[config.mk]
export PLATFORM = sky130hd
export DESIGN_NAME = pciu_top
export DESIGN_NICKNAME = d
export VERILOG_FILES = /design/src/core/pciu_group.v /design/src/core/pciu_top.v
export VERILOG_INCLUDE_DIRS = /design/src /design/src/pkg
export SDC_FILE = /design/constraint.sdc
export NUM_CORES = 1
export LEC_CHECK = 0
export ABC_AREA = 1
export BUFFER_PORTS_ARGS = -buffer_cell sky130_fd_sc_hd__buf_4
export CELL_PAD_IN_SITES_DETAIL_PLACEMENT = 0
export CELL_PAD_IN_SITES_GLOBAL_PLACEMENT = 1
export CORE_MARGIN = 1.5
export CORE_UTILIZATION = 40
export DETAILED_ROUTE_END_ITERATION = 10
export PLACE_DENSITY = 0.9
export REMOVE_ABC_BUFFERS = 1
export SLEW_MARGIN = 20
export SYNTH_ARGS = -nofsm -noshare
export SYNTH_HDL_FRONTEND = slang
export SYNTH_HIERARCHICAL = 1
export SYNTH_SLANG_ARGS = --single-unit
[constraint.sdc]
create_clock -name core_clk -period 4.1 [get_ports core_clk]
set_input_delay 0.41 -clock core_clk [delete_from_list [all_inputs] [get_ports core_clk]]
set_output_delay 0.41 -clock core_clk [all_outputs]
set_load 0.05 [all_outputs]
[src/pkg/pciu_defs.vh]
// constants for the pin change interrupt unit
// assumes a 32-bit ahb-lite slave port and 12-bit local decode
`ifndef PCIU_DEFS_VH
`define PCIU_DEFS_VH

// ************************************************************
// register indices and byte addresses (address = index * 4)
// ************************************************************
`define PCIU_IDX_GROUP_ENA  8'h68
`define PCIU_IDX_MASK0      8'h6B
`define PCIU_IDX_MASK1      8'h6C
`define PCIU_IDX_MASK2      8'h6D
`define PCIU_IDX_FLAGS      8'h70
`define PCIU_IDX_LEVEL0     8'h71
`define PCIU_IDX_LEVEL1     8'h72
`define PCIU_IDX_LEVEL2     8'h73
`define PCIU_ADDR_GROUP_ENA {2'b00, `PCIU_IDX_GROUP_ENA, 2'b00}
`define PCIU_ADDR_MASK0     {2'b00, `PCIU_IDX_MASK0, 2'b00}
`define PCIU_ADDR_MASK1     {2'b00, `PCIU_IDX_MASK1, 2'b00}
`define PCIU_ADDR_MASK2     {2'b00, `PCIU_IDX_MASK2, 2'b00}
`define PCIU_ADDR_FLAGS     {2'b00, `PCIU_IDX_FLAGS, 2'b00}
`define PCIU_ADDR_LEVEL0    {2'b00, `PCIU_IDX_LEVEL0, 2'b00}
`define PCIU_ADDR_LEVEL1    {2'b00, `PCIU_IDX_LEVEL1, 2'b00}
`define PCIU_ADDR_LEVEL2    {2'b00, `PCIU_IDX_LEVEL2, 2'b00}

// ************************************************************
// widths, field positions and reset values
// ************************************************************
`define PCIU_DEC_AW         12
`define PCIU_NGROUPS        3
`define PCIU_G0_PINS        8
`define PCIU_G1_PINS        7
`define PCIU_G2_PINS        8
`define PCIU_BIT_GROUP0     0
`define PCIU_BIT_GROUP1     1
`define PCIU_BIT_GROUP2     2
`define PCIU_RST_BYTE       8'h00
`define PCIU_RST_GROUPS     3'h0
`define PCIU_RST_WORD       32'h0000_0000
`define PCIU_HTRANS_NONSEQ  2'h2
`define PCIU_HRESP_OKAY     1'b0

`endif

[src/core/pciu_group.v]
// one pin change group: synchroniser, change detect and sticky flag
// assumes pins are asynchronous and clear requests come from core_clk
`timescale 1ns/1ps
module pciu_group #(
  parameter WIDTH = 8
) (
  // clock and reset
  input  wire             core_clk,
  input  wire             rst,
  // pins and configuration
  input  wire [WIDTH-1:0] pins,
  input  wire [WIDTH-1:0] mask,
  input  wire             grp_en,
  input  wire             flag_clr,
  // state
  output reg  [WIDTH-1:0] level_r,
  output reg              flag_r
);

  reg  [WIDTH-1:0] sync1_r;
  reg  [WIDTH-1:0] prev_r;
  wire             change;

  // ************************************************************
  // synchroniser and previous value
  // ************************************************************
  // two-flop synchroniser
  always @(posedge core_clk)
  begin
    if (rst)
    begin
      sync1_r <= {WIDTH{1'b0}};
      level_r <= {WIDTH{1'b0}};
      prev_r  <= {WIDTH{1'b0}};
    end
    else
    begin
      sync1_r <= pins;
      level_r <= sync1_r;
      prev_r  <= level_r;
    end
  end

  assign change = grp_en & (|((level_r ^ prev_r) & mask));

  // ************************************************************
  // sticky flag, set wins over clear
  // ************************************************************
  // change sets flag
  always @(posedge core_clk)
  begin
    if (rst)
      flag_r <= 1'b0;
    else if (change)
      flag_r <= 1'b1;
    else if (flag_clr)
      flag_r <= 1'b0;
  end

endmodule

[src/core/pciu_top.v]
// pin change interrupt unit: three pin groups behind an ahb-lite slave
// assumes single-clock system, pins asynchronous, cpu signals on core_clk
//
// Behaviour
// - group 2 pins 23..16 request group 2 vector when enabled globally
// - group 1 pins 14..8 request group 1 vector when enabled globally
// - group 0 pins 7..0 request group 0 vector when enabled globally
// - a triggering pin change sets its group's flag bit
// - vector requested only with flag, group enable and global enable
// - taking a group's vector clears that group's flag
// - writing one to a flag bit clears it, zero leaves it
// - flag register bits 7..3 read as zero
// - group 2 mask bits enable detection only with group 2 enable
// - group 1 mask has seven bits 6..0, gated by group 1 enable
// - group 1 mask bit 7 is read-only zero
// - group 0 mask bits enable detection only with group 0 enable
//
// Design decision made here: the AHB-Lite register port.
`timescale 1ns/1ps
`include "pciu_defs.vh"
module pciu_top #(
  parameter G0_PINS = `PCIU_G0_PINS,
  parameter G1_PINS = `PCIU_G1_PINS,
  parameter G2_PINS = `PCIU_G2_PINS
) (
  // clock and reset
  input  wire               core_clk,
  input  wire               rst,
  // ahb-lite slave
  input  wire               hsel,
  input  wire [31:0]        haddr,
  input  wire [1:0]         htrans,
  input  wire               hwrite,
  input  wire [2:0]         hsize,
  input  wire [31:0]        hwdata,
  input  wire               hready,
  output reg                hreadyout,
  output reg                hresp,
  output reg  [31:0]        hrdata,
  // pin inputs
  input  wire [G0_PINS-1:0] group0_pins,
  input  wire [G1_PINS-1:0] group1_pins,
  input  wire [G2_PINS-1:0] group2_pins,
  // cpu interrupt logic
  input  wire               global_int_en,
  input  wire [2:0]         vector_ack,
  output reg  [2:0]         group_vector_req,
  output reg                irq
);

  // ************************************************************
  // declarations
  // ************************************************************
  reg  [G0_PINS-1:0]    mask0_r;
  reg  [G0_PINS-1:0]    mask0_nxt;
  reg  [G1_PINS-1:0]    mask1_r;
  reg  [G1_PINS-1:0]    mask1_nxt;
  reg  [G2_PINS-1:0]    mask2_r;
  reg  [G2_PINS-1:0]    mask2_nxt;
  reg  [2:0]            group_ena_r;
  reg  [2:0]            group_ena_nxt;
  reg                   wr_pend_r;
  reg  [`PCIU_DEC_AW-1:0] wr_addr_r;
  reg  [31:0]           rd_data_nxt;
  reg  [2:0]            flag_clr;
  wire [2:0]            flags;
  wire [G0_PINS-1:0]    level0;
  wire [G1_PINS-1:0]    level1;
  wire [G2_PINS-1:0]    level2;
  wire                  addr_phase;
  wire                  rd_accept;
  wire                  wr_accept;
  wire [`PCIU_DEC_AW-1:0] dec_addr;
  wire [7:0]            wbyte;

  // ************************************************************
  // ahb-lite address phase decode
  // ************************************************************
  assign addr_phase = hsel & hready & (htrans == `PCIU_HTRANS_NONSEQ);
  assign rd_accept  = addr_phase & ~hwrite;
  assign wr_accept  = addr_phase & hwrite;
  assign dec_addr   = haddr[`PCIU_DEC_AW-1:0];
  assign wbyte      = hwdata[7:0];

  // write address is held into the data phase
  always @(posedge core_clk)
  begin
    if (rst)
    begin
      wr_pend_r <= 1'b0;
      wr_addr_r <= {`PCIU_DEC_AW{1'b0}};
    end
    else
    begin
      wr_pend_r <= wr_accept;
      if (wr_accept)
        wr_addr_r <= dec_addr;
    end
  end

  // ************************************************************
  // configuration registers, written in the data phase
  // ************************************************************
  always @*
  begin
    mask0_nxt     = mask0_r;
    mask1_nxt     = mask1_r;
    mask2_nxt     = mask2_r;
    group_ena_nxt = group_ena_r;
    if (wr_pend_r)
    begin
      case (wr_addr_r)
        `PCIU_ADDR_MASK0:
          mask0_nxt = wbyte[G0_PINS-1:0];
        `PCIU_ADDR_MASK1:
          mask1_nxt = wbyte[G1_PINS-1:0];
        `PCIU_ADDR_MASK2:
          mask2_nxt = wbyte[G2_PINS-1:0];
        `PCIU_ADDR_GROUP_ENA:
          group_ena_nxt = wbyte[2:0];
        default:
          group_ena_nxt = group_ena_r;
      endcase
    end
  end

  always @(posedge core_clk)
  begin
    if (rst)
    begin
      mask0_r     <= {G0_PINS{1'b0}};
      mask1_r     <= {G1_PINS{1'b0}};
      mask2_r     <= {G2_PINS{1'b0}};
      group_ena_r <= `PCIU_RST_GROUPS;
    end
    else
    begin
      mask0_r     <= mask0_nxt;
      mask1_r     <= mask1_nxt;
      mask2_r     <= mask2_nxt;
      group_ena_r <= group_ena_nxt;
    end
  end

  // ************************************************************
  // flag clear: write one or vector taken
  // ************************************************************
  always @*
  begin
    flag_clr = vector_ack;
    if (wr_pend_r && (wr_addr_r == `PCIU_ADDR_FLAGS))
      flag_clr = flag_clr | wbyte[2:0];
  end

  // ************************************************************
  // pin groups
  // ************************************************************
  // group 0 detection
  pciu_group #(
    .WIDTH    (G0_PINS)
  ) u_group0 (
    .core_clk (core_clk),
    .rst      (rst),
    .pins     (group0_pins),
    .mask     (mask0_r),
    .grp_en   (group_ena_r[`PCIU_BIT_GROUP0]),
    .flag_clr (flag_clr[`PCIU_BIT_GROUP0]),
    .level_r  (level0),
    .flag_r   (flags[`PCIU_BIT_GROUP0])
  );

  pciu_group #(
    .WIDTH    (G1_PINS)
  ) u_group1 (
    .core_clk (core_clk),
    .rst      (rst),
    .pins     (group1_pins),
    .mask     (mask1_r),
    .grp_en   (group_ena_r[`PCIU_BIT_GROUP1]),
    .flag_clr (flag_clr[`PCIU_BIT_GROUP1]),
    .level_r  (level1),
    .flag_r   (flags[`PCIU_BIT_GROUP1])
  );

  pciu_group #(
    .WIDTH    (G2_PINS)
  ) u_group2 (
    .core_clk (core_clk),
    .rst      (rst),
    .pins     (group2_pins),
    .mask     (mask2_r),
    .grp_en   (group_ena_r[`PCIU_BIT_GROUP2]),
    .flag_clr (flag_clr[`PCIU_BIT_GROUP2]),
    .level_r  (level2),
    .flag_r   (flags[`PCIU_BIT_GROUP2])
  );

  // ************************************************************
  // read data mux, sampled in the address phase
  // ************************************************************
  always @*
  begin
    rd_data_nxt = `PCIU_RST_WORD;
    case (dec_addr)
      `PCIU_ADDR_MASK0:
        rd_data_nxt[G0_PINS-1:0] = mask0_nxt;
      `PCIU_ADDR_MASK1:
        rd_data_nxt[G1_PINS-1:0] = mask1_nxt;
      `PCIU_ADDR_MASK2:
        rd_data_nxt[G2_PINS-1:0] = mask2_nxt;
      `PCIU_ADDR_GROUP_ENA:
        rd_data_nxt[2:0] = group_ena_nxt;
      `PCIU_ADDR_FLAGS:
        rd_data_nxt[2:0] = flags;
      `PCIU_ADDR_LEVEL0:
        rd_data_nxt[G0_PINS-1:0] = level0;
      `PCIU_ADDR_LEVEL1:
        rd_data_nxt[G1_PINS-1:0] = level1;
      `PCIU_ADDR_LEVEL2:
        rd_data_nxt[G2_PINS-1:0] = level2;
      default:
        rd_data_nxt = `PCIU_RST_WORD;
    endcase
  end

  // ************************************************************
  // bus response, zero wait states, always okay
  // ************************************************************
  always @(posedge core_clk)
  begin
    if (rst)
    begin
      hreadyout <= 1'b1;
      hresp     <= `PCIU_HRESP_OKAY;
      hrdata    <= `PCIU_RST_WORD;
    end
    else
    begin
      hreadyout <= 1'b1;
      hresp     <= `PCIU_HRESP_OKAY;
      if (rd_accept)
        hrdata <= rd_data_nxt;
    end
  end

  // ************************************************************
  // vector requests and interrupt line
  // ************************************************************
  // request: flag, enable and global enable; irq: flag and enable only
  always @(posedge core_clk)
  begin
    if (rst)
    begin
      group_vector_req <= `PCIU_RST_GROUPS;
      irq              <= 1'b0;
    end
    else
    begin
      group_vector_req <= flags & group_ena_r & {3{global_int_en}};
      irq              <= |(flags & group_ena_r);
    end
  end

endmodule

; ---- Yosys cells after proc, flatten, opt, wreduce, memory -nomap -nowiden
; Index checks and enable logic that the tools add are counted.
; W data, S select, Z words.
[classes]
n_eq_ne = 14
n_reduce_logical = 8
bitwise = 17
n_mux = 18
[ops]
columns = op, n
row1 = $eq A12 B9 Y1 const B, 13
row2 = $mux W8, 4
row3 = $pmux W3 S8, 1
row4 = $pmux W4 S6, 1
row5 = $and A8 B8 Y8, 2
row6 = $reduce_or A8 Y1, 2
row7 = $xor A8 B8 Y8, 2
row8 = $mux W7, 2
row9 = $mux W3, 3
row10 = $and A1 B1 Y1, 7
row11 = $and A7 B7 Y7, 1
row12 = $reduce_or A7 Y1, 1
row13 = $xor A7 B7 Y7, 1
row14 = $and A3 B3 Y3, 2
row15 = $mux W1, 6
row16 = $reduce_bool A2 Y1, 3
row17 = $pmux W1 S4, 1
row18 = $or A3 B3 Y3, 1
row19 = $reduce_or A3 Y1, 1
row20 = $eq A2 B2 Y1 const B, 1
row21 = $logic_and A1 B1 Y1, 1
row22 = $not A1 Y1, 1
[totals]
elab_cells = 78
output_inout_bits = 38
reg_bits = 123
inputBits = 101

; ---- Depth between registers and ports, before layout
; Gate-level depths: netlist of the first run.
[depth]
word_depth = 5
ltp_mapped = 12
ltp_nobuf = 12

; ---- Hierarchy
; Netlist of the first run, hierarchy kept.
[modules_own_cells]
columns = module, cells_per_inst, seq_area_each_um2, instances, area_per_inst_um2
row1 = pciu_top, 458, 1021.0, 1, 3021.6
row2 = pciu_group at u_group0 ..., 119, 500.5, 2, 872.1
row3 = pciu_group at u_group1, 104, 440.4, 1, 763.2

; ---- Worst setup path after synthesis of the first run
; OpenSTA, ideal clock, no wires.
[synth_timing]
path_kind = register -> register
start = register wr_addr_r[8]
end = register hrdata[1]
path_slack_ns = 2.678
stages_incl_launch_ff = 13
n_path_buf = 1
synth_period_minus_slack_ns = 1.422
t_required_ns = 3.969
setup_time_ns = 0.131
arrival_time_ns = 1.291
path_cell_list = dfxtp_1 -> inv_1 -> nor2_2 -> nand2_2 -> nor2_4 -> buf_6 -> nand3_1 -> nand3_1 -> nand2_1 -> nor2_1 -> nand2_1 -> nand2_1 -> a21oi_2
[synth_between]
elab_chain_len = 4
word_cells_on_any_way = 13
cone_classes = 4 x eq/ne / 9 x mux
[synth_rtl]
columns = item, line_no
row1 = start: declaration, pciu_top.v:63  ; reg [`PCIU_DEC_AW-1:0] wr_addr_r;
row2 = start signal: assignment, pciu_top.v:91  ; wr_addr_r <= {`PCIU_DEC_AW{1'b0}};
row3 = start signal: assignment, pciu_top.v:97  ; wr_addr_r <= dec_addr;
row4 = $eq A12 B9 Y1, pciu_top.v:112  ; case (wr_addr_r)
row5 = $mux W3 (tied with other cells), pciu_top.v:112
row6 = $mux W3 (tied with other cells), pciu_top.v:110  ; if (wr_pend_r)
row7 = $pmux W3 S8 *, pciu_top.v:204  ; case (dec_addr)
row8 = end signal: assignment, pciu_top.v:235  ; hrdata <= `PCIU_RST_WORD;
row9 = end signal: assignment, pciu_top.v:242  ; hrdata <= rd_data_nxt;
row10 = end: declaration, pciu_top.v:39  ; output reg [31:0] hrdata,
; Mark *: on every way between the ends. The rest lies on a longest branch, timed or not.
; A chain may end at the register's enable or synchronous reset.

; ---- Worst setup path after layout of the first run
[layout_timing]
start = register wr_addr_r[5]
end = register hrdata[1]
; The elaborated chain is that of the path after synthesis.

==> results of run 1 <==
per-stage QoR:
stage,std cells,power [W],instance area (um2)
6_report,1053,0.00281,6600
5_1_grt,1053,0.00291,6600
4_1_cts,1053,0.00284,6600
3_5_place_dp,1021,0.00145,6040
3_3_place_gp,1021,0.00145,6040
2_1_floorplan,779,0.00137,5330
cell families after synthesis:
group | Yosys count | synth area share (%)
compound gates | 46 | 4.80
buf+inv | 197 | 15.6
flops | 123 | 44.5
other cells | 2 | 0.136
simple gates | 432 | 34.9
sequential cells by signal (all words and copies together) (netlist names), 7 cells and up:
register	flops
u_group2/sync1_r	8
mask2_r	8
u_group0/level_r	8
u_group1/prev_r	7
u_group2/level_r	8
u_group0/prev_r	8
mask1_r	7
mask0_r	8
hrdata	8
u_group2/prev_r	8
u_group0/sync1_r	8
u_group1/sync1_r	7
wr_addr_r	12
u_group1/level_r	7
placed cells by master (no fill, tap or decap), drive strengths merged:
cell | Yosys | routed
nor3 | 5 | 5
clkinv | 0 | 6
inv | 152 | 153
dfxtp | 123 | 123
nand3b | 5 | 5
nand2 | 187 | 187
clkbuf | 7 | 21
clkinvlp | 0 | 3
buf | 38 | 66
o21ai | 18 | 18
o21bai | 3 | 3
nand3 | 94 | 94
nor3b | 1 | 1
and3 | 1 | 1
o211ai | 2 | 2
nand4 | 3 | 3
bufinv | 0 | 1
a21oi | 23 | 23
nor2 | 136 | 136
conb | 2 | 26
cells in the mapped netlist, drive strengths merged:
library cell	instances	share of area [%]
o21ai	18	1.6
dfxtp	123	45
inv	152	10
nand2	187	13
nor2	136	10
clkbuf	7	0.48
a21oi	23	2.5
and3	1	0.11
buf	38	4.8
o211ai	2	0.27
nand3	94	9.1
nor3	5	1.1
nor3b	1	0.14
nand3b	5	0.68
nand4	3	0.34
conb	2	0.14
o21bai	3	0.41
worst reg2reg max path: stages, from the launching register on:
cell and delay, ns:
dfxtp_1 0.37, inv_1 0.07, nor2_1 0.13, nand2_1 0.07, nor2_1 0.61, nand2_1 0.25
nand2_1 0.14, nand3_1 0.07, nand2_1 0.08, nor2_1 0.04, nand2_1 0.05, nand2_1 0.08
a21oi_2 0.13
final timing paths:
kind | end | slack [ns] | cells after the start
max | hrdata[1] | 1.93 | 12
min | u_group1/sync1_r[0] | 0.20 | 3
max reg2reg | hrdata[1] | 1.93 | 12
min reg2reg | u_group0/level_r[1] | 0.40 | 2
final cells by class:
cell class,instances,area [um2],share of cell area [%]
Inverter,152,571,8.65
Clock inverter,11,95.1,1.44
Timing Repair Buffer,66,495,7.51
Sequential cell,123,2460,37.3
Multi-Input combinational cell,504,2290,34.8
Tap cell,176,220,3.34
Clock buffer,21,460,6.98
report_power, final:
| part | total (W) | switching [W] | internal [W] | leakage (nW) |
|---|---|---|---|---|
| Combinational | 0.000181 | 0.000126 | 0.0000556 | 1.91 |
| Clock | 0.00139 | 0.000524 | 0.000861 | 0.269 |
| Sequential | 0.00124 | 0.0000146 | 0.00123 | 1.00 |
| Total | 0.00281 | 0.000665 | 0.00214 | 3.18 |
layer usage:
| layer | share of wire (%) | wire length, um |
|---|---|---|
| met3 | 6.3 | 768 |
| met4 | 0.77 | 94 |
| met1 | 45 | 5420 |
| met5 | 0 | 0 |
| met2 | 48 | 5890 |
==> results.md, run 1 <==
- Status: completed
- Worst r2r src: wr_addr_r[5]
- Tmin final: 2.17 ns
- Setup crit start kind: flop
- Synthesized area: 5530 um2
- CTS Root Cell: clkbuf_16
- Global route hottest layer: met2
- I/O pins: 139
- DPL Wire Length: 8660 um
- CP peak stage delay: 0.61 ns
- GRT Total Usage: 17.6%
- Critical Path AT: 2.51 ns
- Ant. Diodes: 0
- Register area share after synthesis: 44.5%
- Yosys reg bits: 123
- Final WS setup: 1.93 ns
- Setup-failing EPs final: 0
- Global route total overflow: 0
- Die area: 14500 um2
- Share of layout cells above drive strength 1: 14.9%
- Max rail drop VDD: 0.000364 V
- PwrDens: 426 nW/um2
- # fillers: 1378
- Core ar.: 13300 um2
- Final Hold Viols: 0
- Skew-Pair Late Insertion Delay: 0.41 ns
- Clk slew on worst S/H paths: 0.06 ns
- Clock skew: 0.00600 ns
- YS warnings: 6
- Worst Setup SP: wr_addr_r[5]
- Vias in the first global route: 4257
- Chip height: 121 um
- Routed WL per cell: 11.6 um
- Met1 usage: 21.4%
- CTS tree: yes
- DRT Pass-1 Iters: 5
- Max-cap violations: 0
- Worst setup EP type: flop
- DR vias/cell: 4.51
- Nets@finish: 965
- Fmax: 460 MHz
- Drt total wl: 12200 um
- Cell row count: 42
- Critical-path cell list: inv_1 -> nor2_1 -> nand2_1 -> nor2_1 -> nand2_1 -> nand2_1 -> nand3_1 -> nand2_1 -> nor2_1 -> nand2_1 -> nand2_1 -> a21oi_2
- Initial core utilization: 41.4%
- Setup Crit Path Kind: flop to flop
- Hold_sp: group1_pins[0]
- Synth unique cells: 30
- Worst Path Buf+Inv: 1
- Final hold slack: 0.197 ns
- Dpl ws: 2.02 ns
- Port Buffers: 65
- Rel. slew slack: 46.0%
- RSZ-0062 raised after global routing: false
- Tightest Pin Transition: 0.808 ns
- Met3 Use GR: 5.09%
- First-pass GRT wire length: 19700 um
- Delay-heaviest family, CP: simple AND/OR/NAND/NOR gates
- Clk buf depth: 2
- Via Count: 4747
- Initial DRC Count: 243
- WP data required: 4.44 ns
- Post-CTS sizing: 0
- P_leak: 3.18 nW
- Clock sinks: 123
- DRC viols: 0
- Layout area overhead: 19.3%
- Critical path's most frequent cell: nand2_1
- Final ANT Viol Nets: 0
- Largest net degree at the start of global routing: 63
- GPL Wtd Cong: 0.813
- Final cell utilization of the core: 49.4%
- Synth Instances: 800
- Hold_buf cts: 0
- Initial antenna violation count: 0
- Avg Cell Area, Syn: 6.91 um2
- Max FO, Critical Path: 11
- Met2 usage in global routing: 30.0%
- Final Max Tran Viols: 0
- Final period util: 53.0%
- Hold Path Class: input pin to flop
- Sum Neg Setup Slack: 0 ns
- CTS Buf Count: 17
- Clock H-tree levels: 4
- Slowest CP cell: nor2_1
- Die width: 121 um
- Post-CTS setup buffer count: 0
(Power assumes the default switching activity.)
==> run 2, diff against run 1 <==
--- a/config.mk
+++ b/config.mk
@@ -11,9 +11,9 @@
 export CELL_PAD_IN_SITES_DETAIL_PLACEMENT = 0
 export CELL_PAD_IN_SITES_GLOBAL_PLACEMENT = 1
 export CORE_MARGIN = 1.5
-export CORE_UTILIZATION = 40
+export CORE_UTILIZATION = 37
 export DETAILED_ROUTE_END_ITERATION = 10
-export PLACE_DENSITY = 0.9
+export PLACE_DENSITY = 0.84
 export REMOVE_ABC_BUFFERS = 1
 export SLEW_MARGIN = 20
 export SYNTH_ARGS = -nofsm -noshare
==> constraint.sdc (replaced) <==
create_clock -name core_clk -period 2.25 [get_ports core_clk]
set_input_delay 0.225 -clock core_clk [delete_from_list [all_inputs] [get_ports core_clk]]
set_output_delay 0.225 -clock core_clk [all_outputs]
set_load 0.05 [all_outputs]
==> run 2 against run 1 <==
  * Clock power is 130% higher
  * Critical path depth is 1 lower
  * Maximum frequency is 19% higher
  * Non-clock buffer count is 20 higher
  * Global-route usage is 0.82 points lower
  * Power is 110% higher
==> results.md, run 2 (synthesized netlist as in run 1, its figures left out) <==
- Sequential power share: 38.6%
- Clock Power Share: 55.3%
- Tightest Pin Transition: 0.705 ns
- Status: completed
- Drt total wl: 12500 um
- Initial antenna violation count: 0
- Port Buffers: 65
- CTS Buf Count: 17
- CP peak stage delay: 0.45 ns
- Slowest CP cell: nor2_2
- Max reg flops: 12
- GRT Total Usage: 16.8%
- Dpl ws: 0.428 ns
- Most frequent cells in the layout: nand2_1, inv_1, dfxtp_1, nor2_1, nand3_1
- Clock H-tree levels: 4
- Sum Neg Setup Slack: 0 ns
- Max rail drop VDD: 0.000570 V
- Chip height: 125 um
- Skew-Pair Late Insertion Delay: 0.42 ns
- DR vias/cell: 4.40
- Final Hold Viols: 0
- DRC viols: 0
- Largest net degree at the start of global routing: 61
- Post-CTS setup buffer count: 0
- Final period util: 81.4%
- Final Max Tran Viols: 0
- Worst setup EP type: flop
- Final WS setup: 0.418 ns
- Core ar.: 14600 um2
- Nets@finish: 985
- Most common cell after layout, fill and taps aside: nand2_1
- Die area: 15700 um2
- Clock sinks: 123
- Rel. slew slack: 52.9%
- Final ANT Viol Nets: 0
- Final hold slack: 0.00811 ns
- Share of layout cells above drive strength 1: 15.2%
- First-pass GRT wire length: 20700 um
- Die width: 125 um
- Tmin final: 1.83 ns
- Via Count: 4758
- PwrDens: 842 nW/um2
- Reg area: 2460 um2
- Ant. Diodes: 0
- Largest Register: wr_addr_r
- WP data required: 2.60 ns
- Critical Path AT: 2.19 ns
- Internal Power: 0.00458 W
- DRT Pass-1 Iters: 4
- Cell row count: 44
- Setup-failing EPs final: 0
- Area occupied by multi-input gates: 2290 um2
- CTS tree: yes
- Routed WL per cell: 11.5 um
- Initial core utilization: 37.9%
- Switch share: 21.8%
- I/O pins: 139
- P_leak: 3.34 nW
- CTS Root Cell: clkbuf_16
- GPL Wtd Cong: 0.850
- # fillers: 1481
- DPL Wire Length: 8820 um
- Hold_buf cts: 17
- Critical-path cell list: inv_1 -> nand3_1 -> nor2_2 -> nand2_2 -> nand2_1 -> nand3_1 -> nand2_1 -> nor2_1 -> nand2_1 -> nand2_1 -> a21oi_2
- Gate power share: 6.1%
- Max-cap violations: 0
- Setup crit start kind: flop
- Clock skew: 0.00541 ns
- Vias in the first global route: 4422
- Initial DRC Count: 343
- Clk buf depth: 2
- Setup Crit Path Kind: flop to flop
- Hold Path Class: input pin to flop
- Max FO, Critical Path: 12
- Switch Pwr: 0.00128 W
- Post-CTS sizing: 0
- RSZ-0062 raised after global routing: false
- Critical path's most frequent cell: nand2_1
- Global route total overflow: 0
- Fmax: 546 MHz
- Layout area overhead: 25.9%
- Clk slew on worst S/H paths: 0.06 ns
[run 2: cell types whose count changed in the layout (fill, tap and decap cells not counted), sizes merged]
cell and delta:
clkbuf -3, buf +3, clkinvlp -1, bufinv +6, clkinv -3, dlygate4sd3 +17, inv +1
[run 2: worst paths after layout]
path,startpoint,slack (ns),end,cells after the start
min,group2_pins[7],0.008,u_group2/sync1_r[7],3
max reg2reg,wr_addr_r[3],0.42,hrdata[0],11
max,wr_addr_r[3],0.42,hrdata[0],11
min reg2reg,u_group2/sync1_r[0],0.40,u_group2/level_r[0],2
[run 2: layer usage]
layer	track usage [%]	routed length, um	part of all wire [%]
met2	27.8	5760	46
met3	4.96	840	6.7
met1	20.5	5610	45
met4	6.55	244	2.0
met5	0	0	0
[run 2: metrics by stage]
step	utilization (%)	area (um2)	power (W)	cells
after floorplan	-	5330	0.00250	779
after CTS	47.7	6960	0.00591	1081
final	47.7	6960	0.00586	1081
after global placement	41.7	6090	0.00264	1032
after detailed placement	41.7	6090	0.00264	1032
after global routing	47.7	6960	0.00606	1081
[run 2: critical path: cells and delay by family (launching register included)]
kind	cells	cell delay, ns
buffers and inverters	1	0.09
AND/OR/NAND/NOR	9	1.21
AO/OA/AOI/OAI	1	0.12
flip-flops	1	0.35
[run 2: cell type report]
class | count | area share (%)
Tap cell | 184 | 3.31
Inverter | 152 | 8.20
Multi-Input combinational cell | 504 | 32.9
Clock buffer | 18 | 6.31
Clock inverter | 14 | 3.81
Sequential cell | 123 | 35.4
Timing Repair Buffer | 86 | 10.1
[run 2: power groups by stage]
stage                     registers, W  clock network (W)  logic, W
after floorplan                0.00230                  0  0.000197
after global placement         0.00231                  0  0.000335
after detailed placement       0.00231                  0  0.000336
after CTS                      0.00226            0.00329  0.000360
after global routing           0.00227            0.00340  0.000397
final                          0.00226            0.00324  0.000359
==> run 3, diff against run 2 <==
==> constraint.sdc (replaced) <==
create_clock -name core_clk -period 1.75 [get_ports core_clk]
set_input_delay 0.175 -clock core_clk [delete_from_list [all_inputs] [get_ports core_clk]]
set_output_delay 0.175 -clock core_clk [all_outputs]
set_load 0.05 [all_outputs]
==> run 3 against run 2 <==
  * Clock-buffer cell count grew 2
  * First-iteration DRC count shrank 12%
  * Power grew 24%
==> results.md, run 3 (synthesized netlist as in run 1, its figures left out) <==
- Largest net degree at the start of global routing: 63
- Core ar.: 14600 um2
- Layout area overhead: 28.8%
- Worst r2r src: wr_addr_r[8]
- Worst setup EP type: flop
- R2R Path End: hrdata[1]
- Final WS setup: 0.117 ns
- Dpl ws: 0.129 ns
- Final period util: 93.3%
- Clk slew on worst S/H paths: 0.05 ns
- Final Hold Viols: 0
- Die width: 125 um
- Clk buf depth: 2
- Hold Path Class: input pin to flop
- Most common cell after layout, fill and taps aside: nand2_1
- Ant. Diodes: 0
- Clock sinks: 123
- I/O pins: 139
- Setup Crit Path Kind: flop to flop
- Clock H-tree levels: 4
- Critical Path AT: 1.98 ns
- Status: completed
- Final ANT Viol Nets: 0
- CTS Root Cell: clkbuf_16
- Initial core utilization: 37.9%
- Max rail drop VDD: 0.000654 V
- Setup crit start kind: flop
- R2R depth: 13
- Via Count: 4840
- DPL Wire Length: 8860 um
- Final hold slack: 0.0273 ns
- Setup slack, reg-to-reg: 0.12 ns
- Chip height: 125 um
- Rel. slew slack: 55.7%
- CTS tree: yes
- Tightest Pin Transition: 0.663 ns
- Routed WL per cell: 11.4 um
- Nets@finish: 999
- Initial antenna violation count: 0
- Port Buffers: 65
- Max FO, Critical Path: 16
- Max-cap violations: 0
- Final Max Tran Viols: 0
- Share of layout cells above drive strength 1: 15.7%
- Hold_sp: global_int_en
- WP data required: 2.10 ns
- Largest Register: wr_addr_r
- GRT Total Usage: 16.8%
- Sink of the worst hold path: group_vector_req[1]
- Vias in the first global route: 4493
- Most frequent cells in the layout: nand2_1, inv_1, nor2_1, dfxtp_1, nand3_1
- Hold Path Depth: 3
- RSZ-0062 raised after global routing: true
- DR vias/cell: 4.42
- Global route total overflow: 0
- P_leak: 3.41 nW
- DRT Pass-1 Iters: 5
- DP Cell Count: 1038
- Clock skew: 0.00724 ns
- Drt total wl: 12500 um
- Cell row count: 44
- DRC viols: 0
- Finished Layout Cells: 1094
- Initial DRC Count: 303
- CTS Buf Count: 17
- Skew-Pair Late Insertion Delay: 0.41 ns
- First-pass GRT wire length: 20900 um
- Tmin final: 1.63 ns
- GPL Wtd Cong: 0.824
- Max reg flops: 12
- Setup-failing EPs final: 0
- PwrDens: 1020 nW/um2
- Die area: 15700 um2
- Fmax: 612 MHz
==> run 3: cell count changes in the layout (fill, tap and decap cells not counted), sizes merged <==
cell,change
clkinvlp,-1
bufinv,-1
buf,+8
clkbuf,+2
inv,-2
clkinv,+1
dlygate4sd3,+6
==> run 3: how the worst max path moves through the flow <==
stage	from	end	depth (start not counted)
final	wr_addr_r[8]	hrdata[1]	13
after detailed placement	wr_addr_r[3]	hrdata[2]	10
after global placement	wr_addr_r[8]	hrdata[2]	13
after CTS	wr_addr_r[3]	hrdata[2]	10
after floorplan	wr_addr_r[8]	hrdata[0]	11
after global routing	wr_addr_r[8]	hrdata[1]	13
==> run 3: area by class of cell <==
| class | instances | area [um2] |
|---|---|---|
| multi-input combinational | 504 | 2310 |
| tap | 184 | 230 |
| inverter | 152 | 571 |
| clock buffer | 20 | 437 |
| fill | 1458 | 7470 |
| sequential | 123 | 2460 |
| timing repair buffer | 100 | 893 |
| clock inverter | 11 | 219 |
==> run 3: critical path, cell delays in order, from the launching register on <==
cell and delay [ns]:
dfxtp_1 0.33, inv_1 0.06, nor2_2 0.10, nand2_2 0.11
nor2_4 0.17, buf_12 0.16, nand2_4 0.11, nand2_1 0.09
nand3_1 0.10, nand2_1 0.07, nor2_1 0.04, nand2_1 0.05
nand2_1 0.07, a21oi_2 0.11
==> run 3: repair_timing <==
| action | in CTS | in global routing |
|---|---|---|
| hold buffers | 23 | 0 |
| gates resized for setup | 0 | 6 |
| buffers inserted | 0 | 1 |
| endpoints found under the setup margin | 0 | 5 |
| hold endpoints to repair | 23 | 0 |
==> run 3: routing by layer <==
metal	up-vias	routed length, um	global-route usage, %
li1	2561	-	-
met1	2141	5710	20.8
met2	122	5840	28.0
met3	16	714	4.36
met4	0	252	6.68
met5	-	0	0
==> run 3: power breakdown <==
part / switching (W) / leakage (nW) / internal (W)
Sequential: 0.0000336 / 1.00 / 0.00287
Clock: 0.00122 / 0.314 / 0.00266
Combinational: 0.000306 / 2.10 / 0.000170
==> run 3: stage by stage <==
step                power (W)  TNS [ns]  cell area (um2)  utilization (%)
global placement      0.00340         0             6190             42.5
floorplan             0.00321         0             5330                -
global route          0.00755   -0.0199             7120             48.8
detailed placement    0.00340         0             6190             42.5
finish                0.00727         0             7120             48.8
CTS                   0.00736         0             7080             48.5
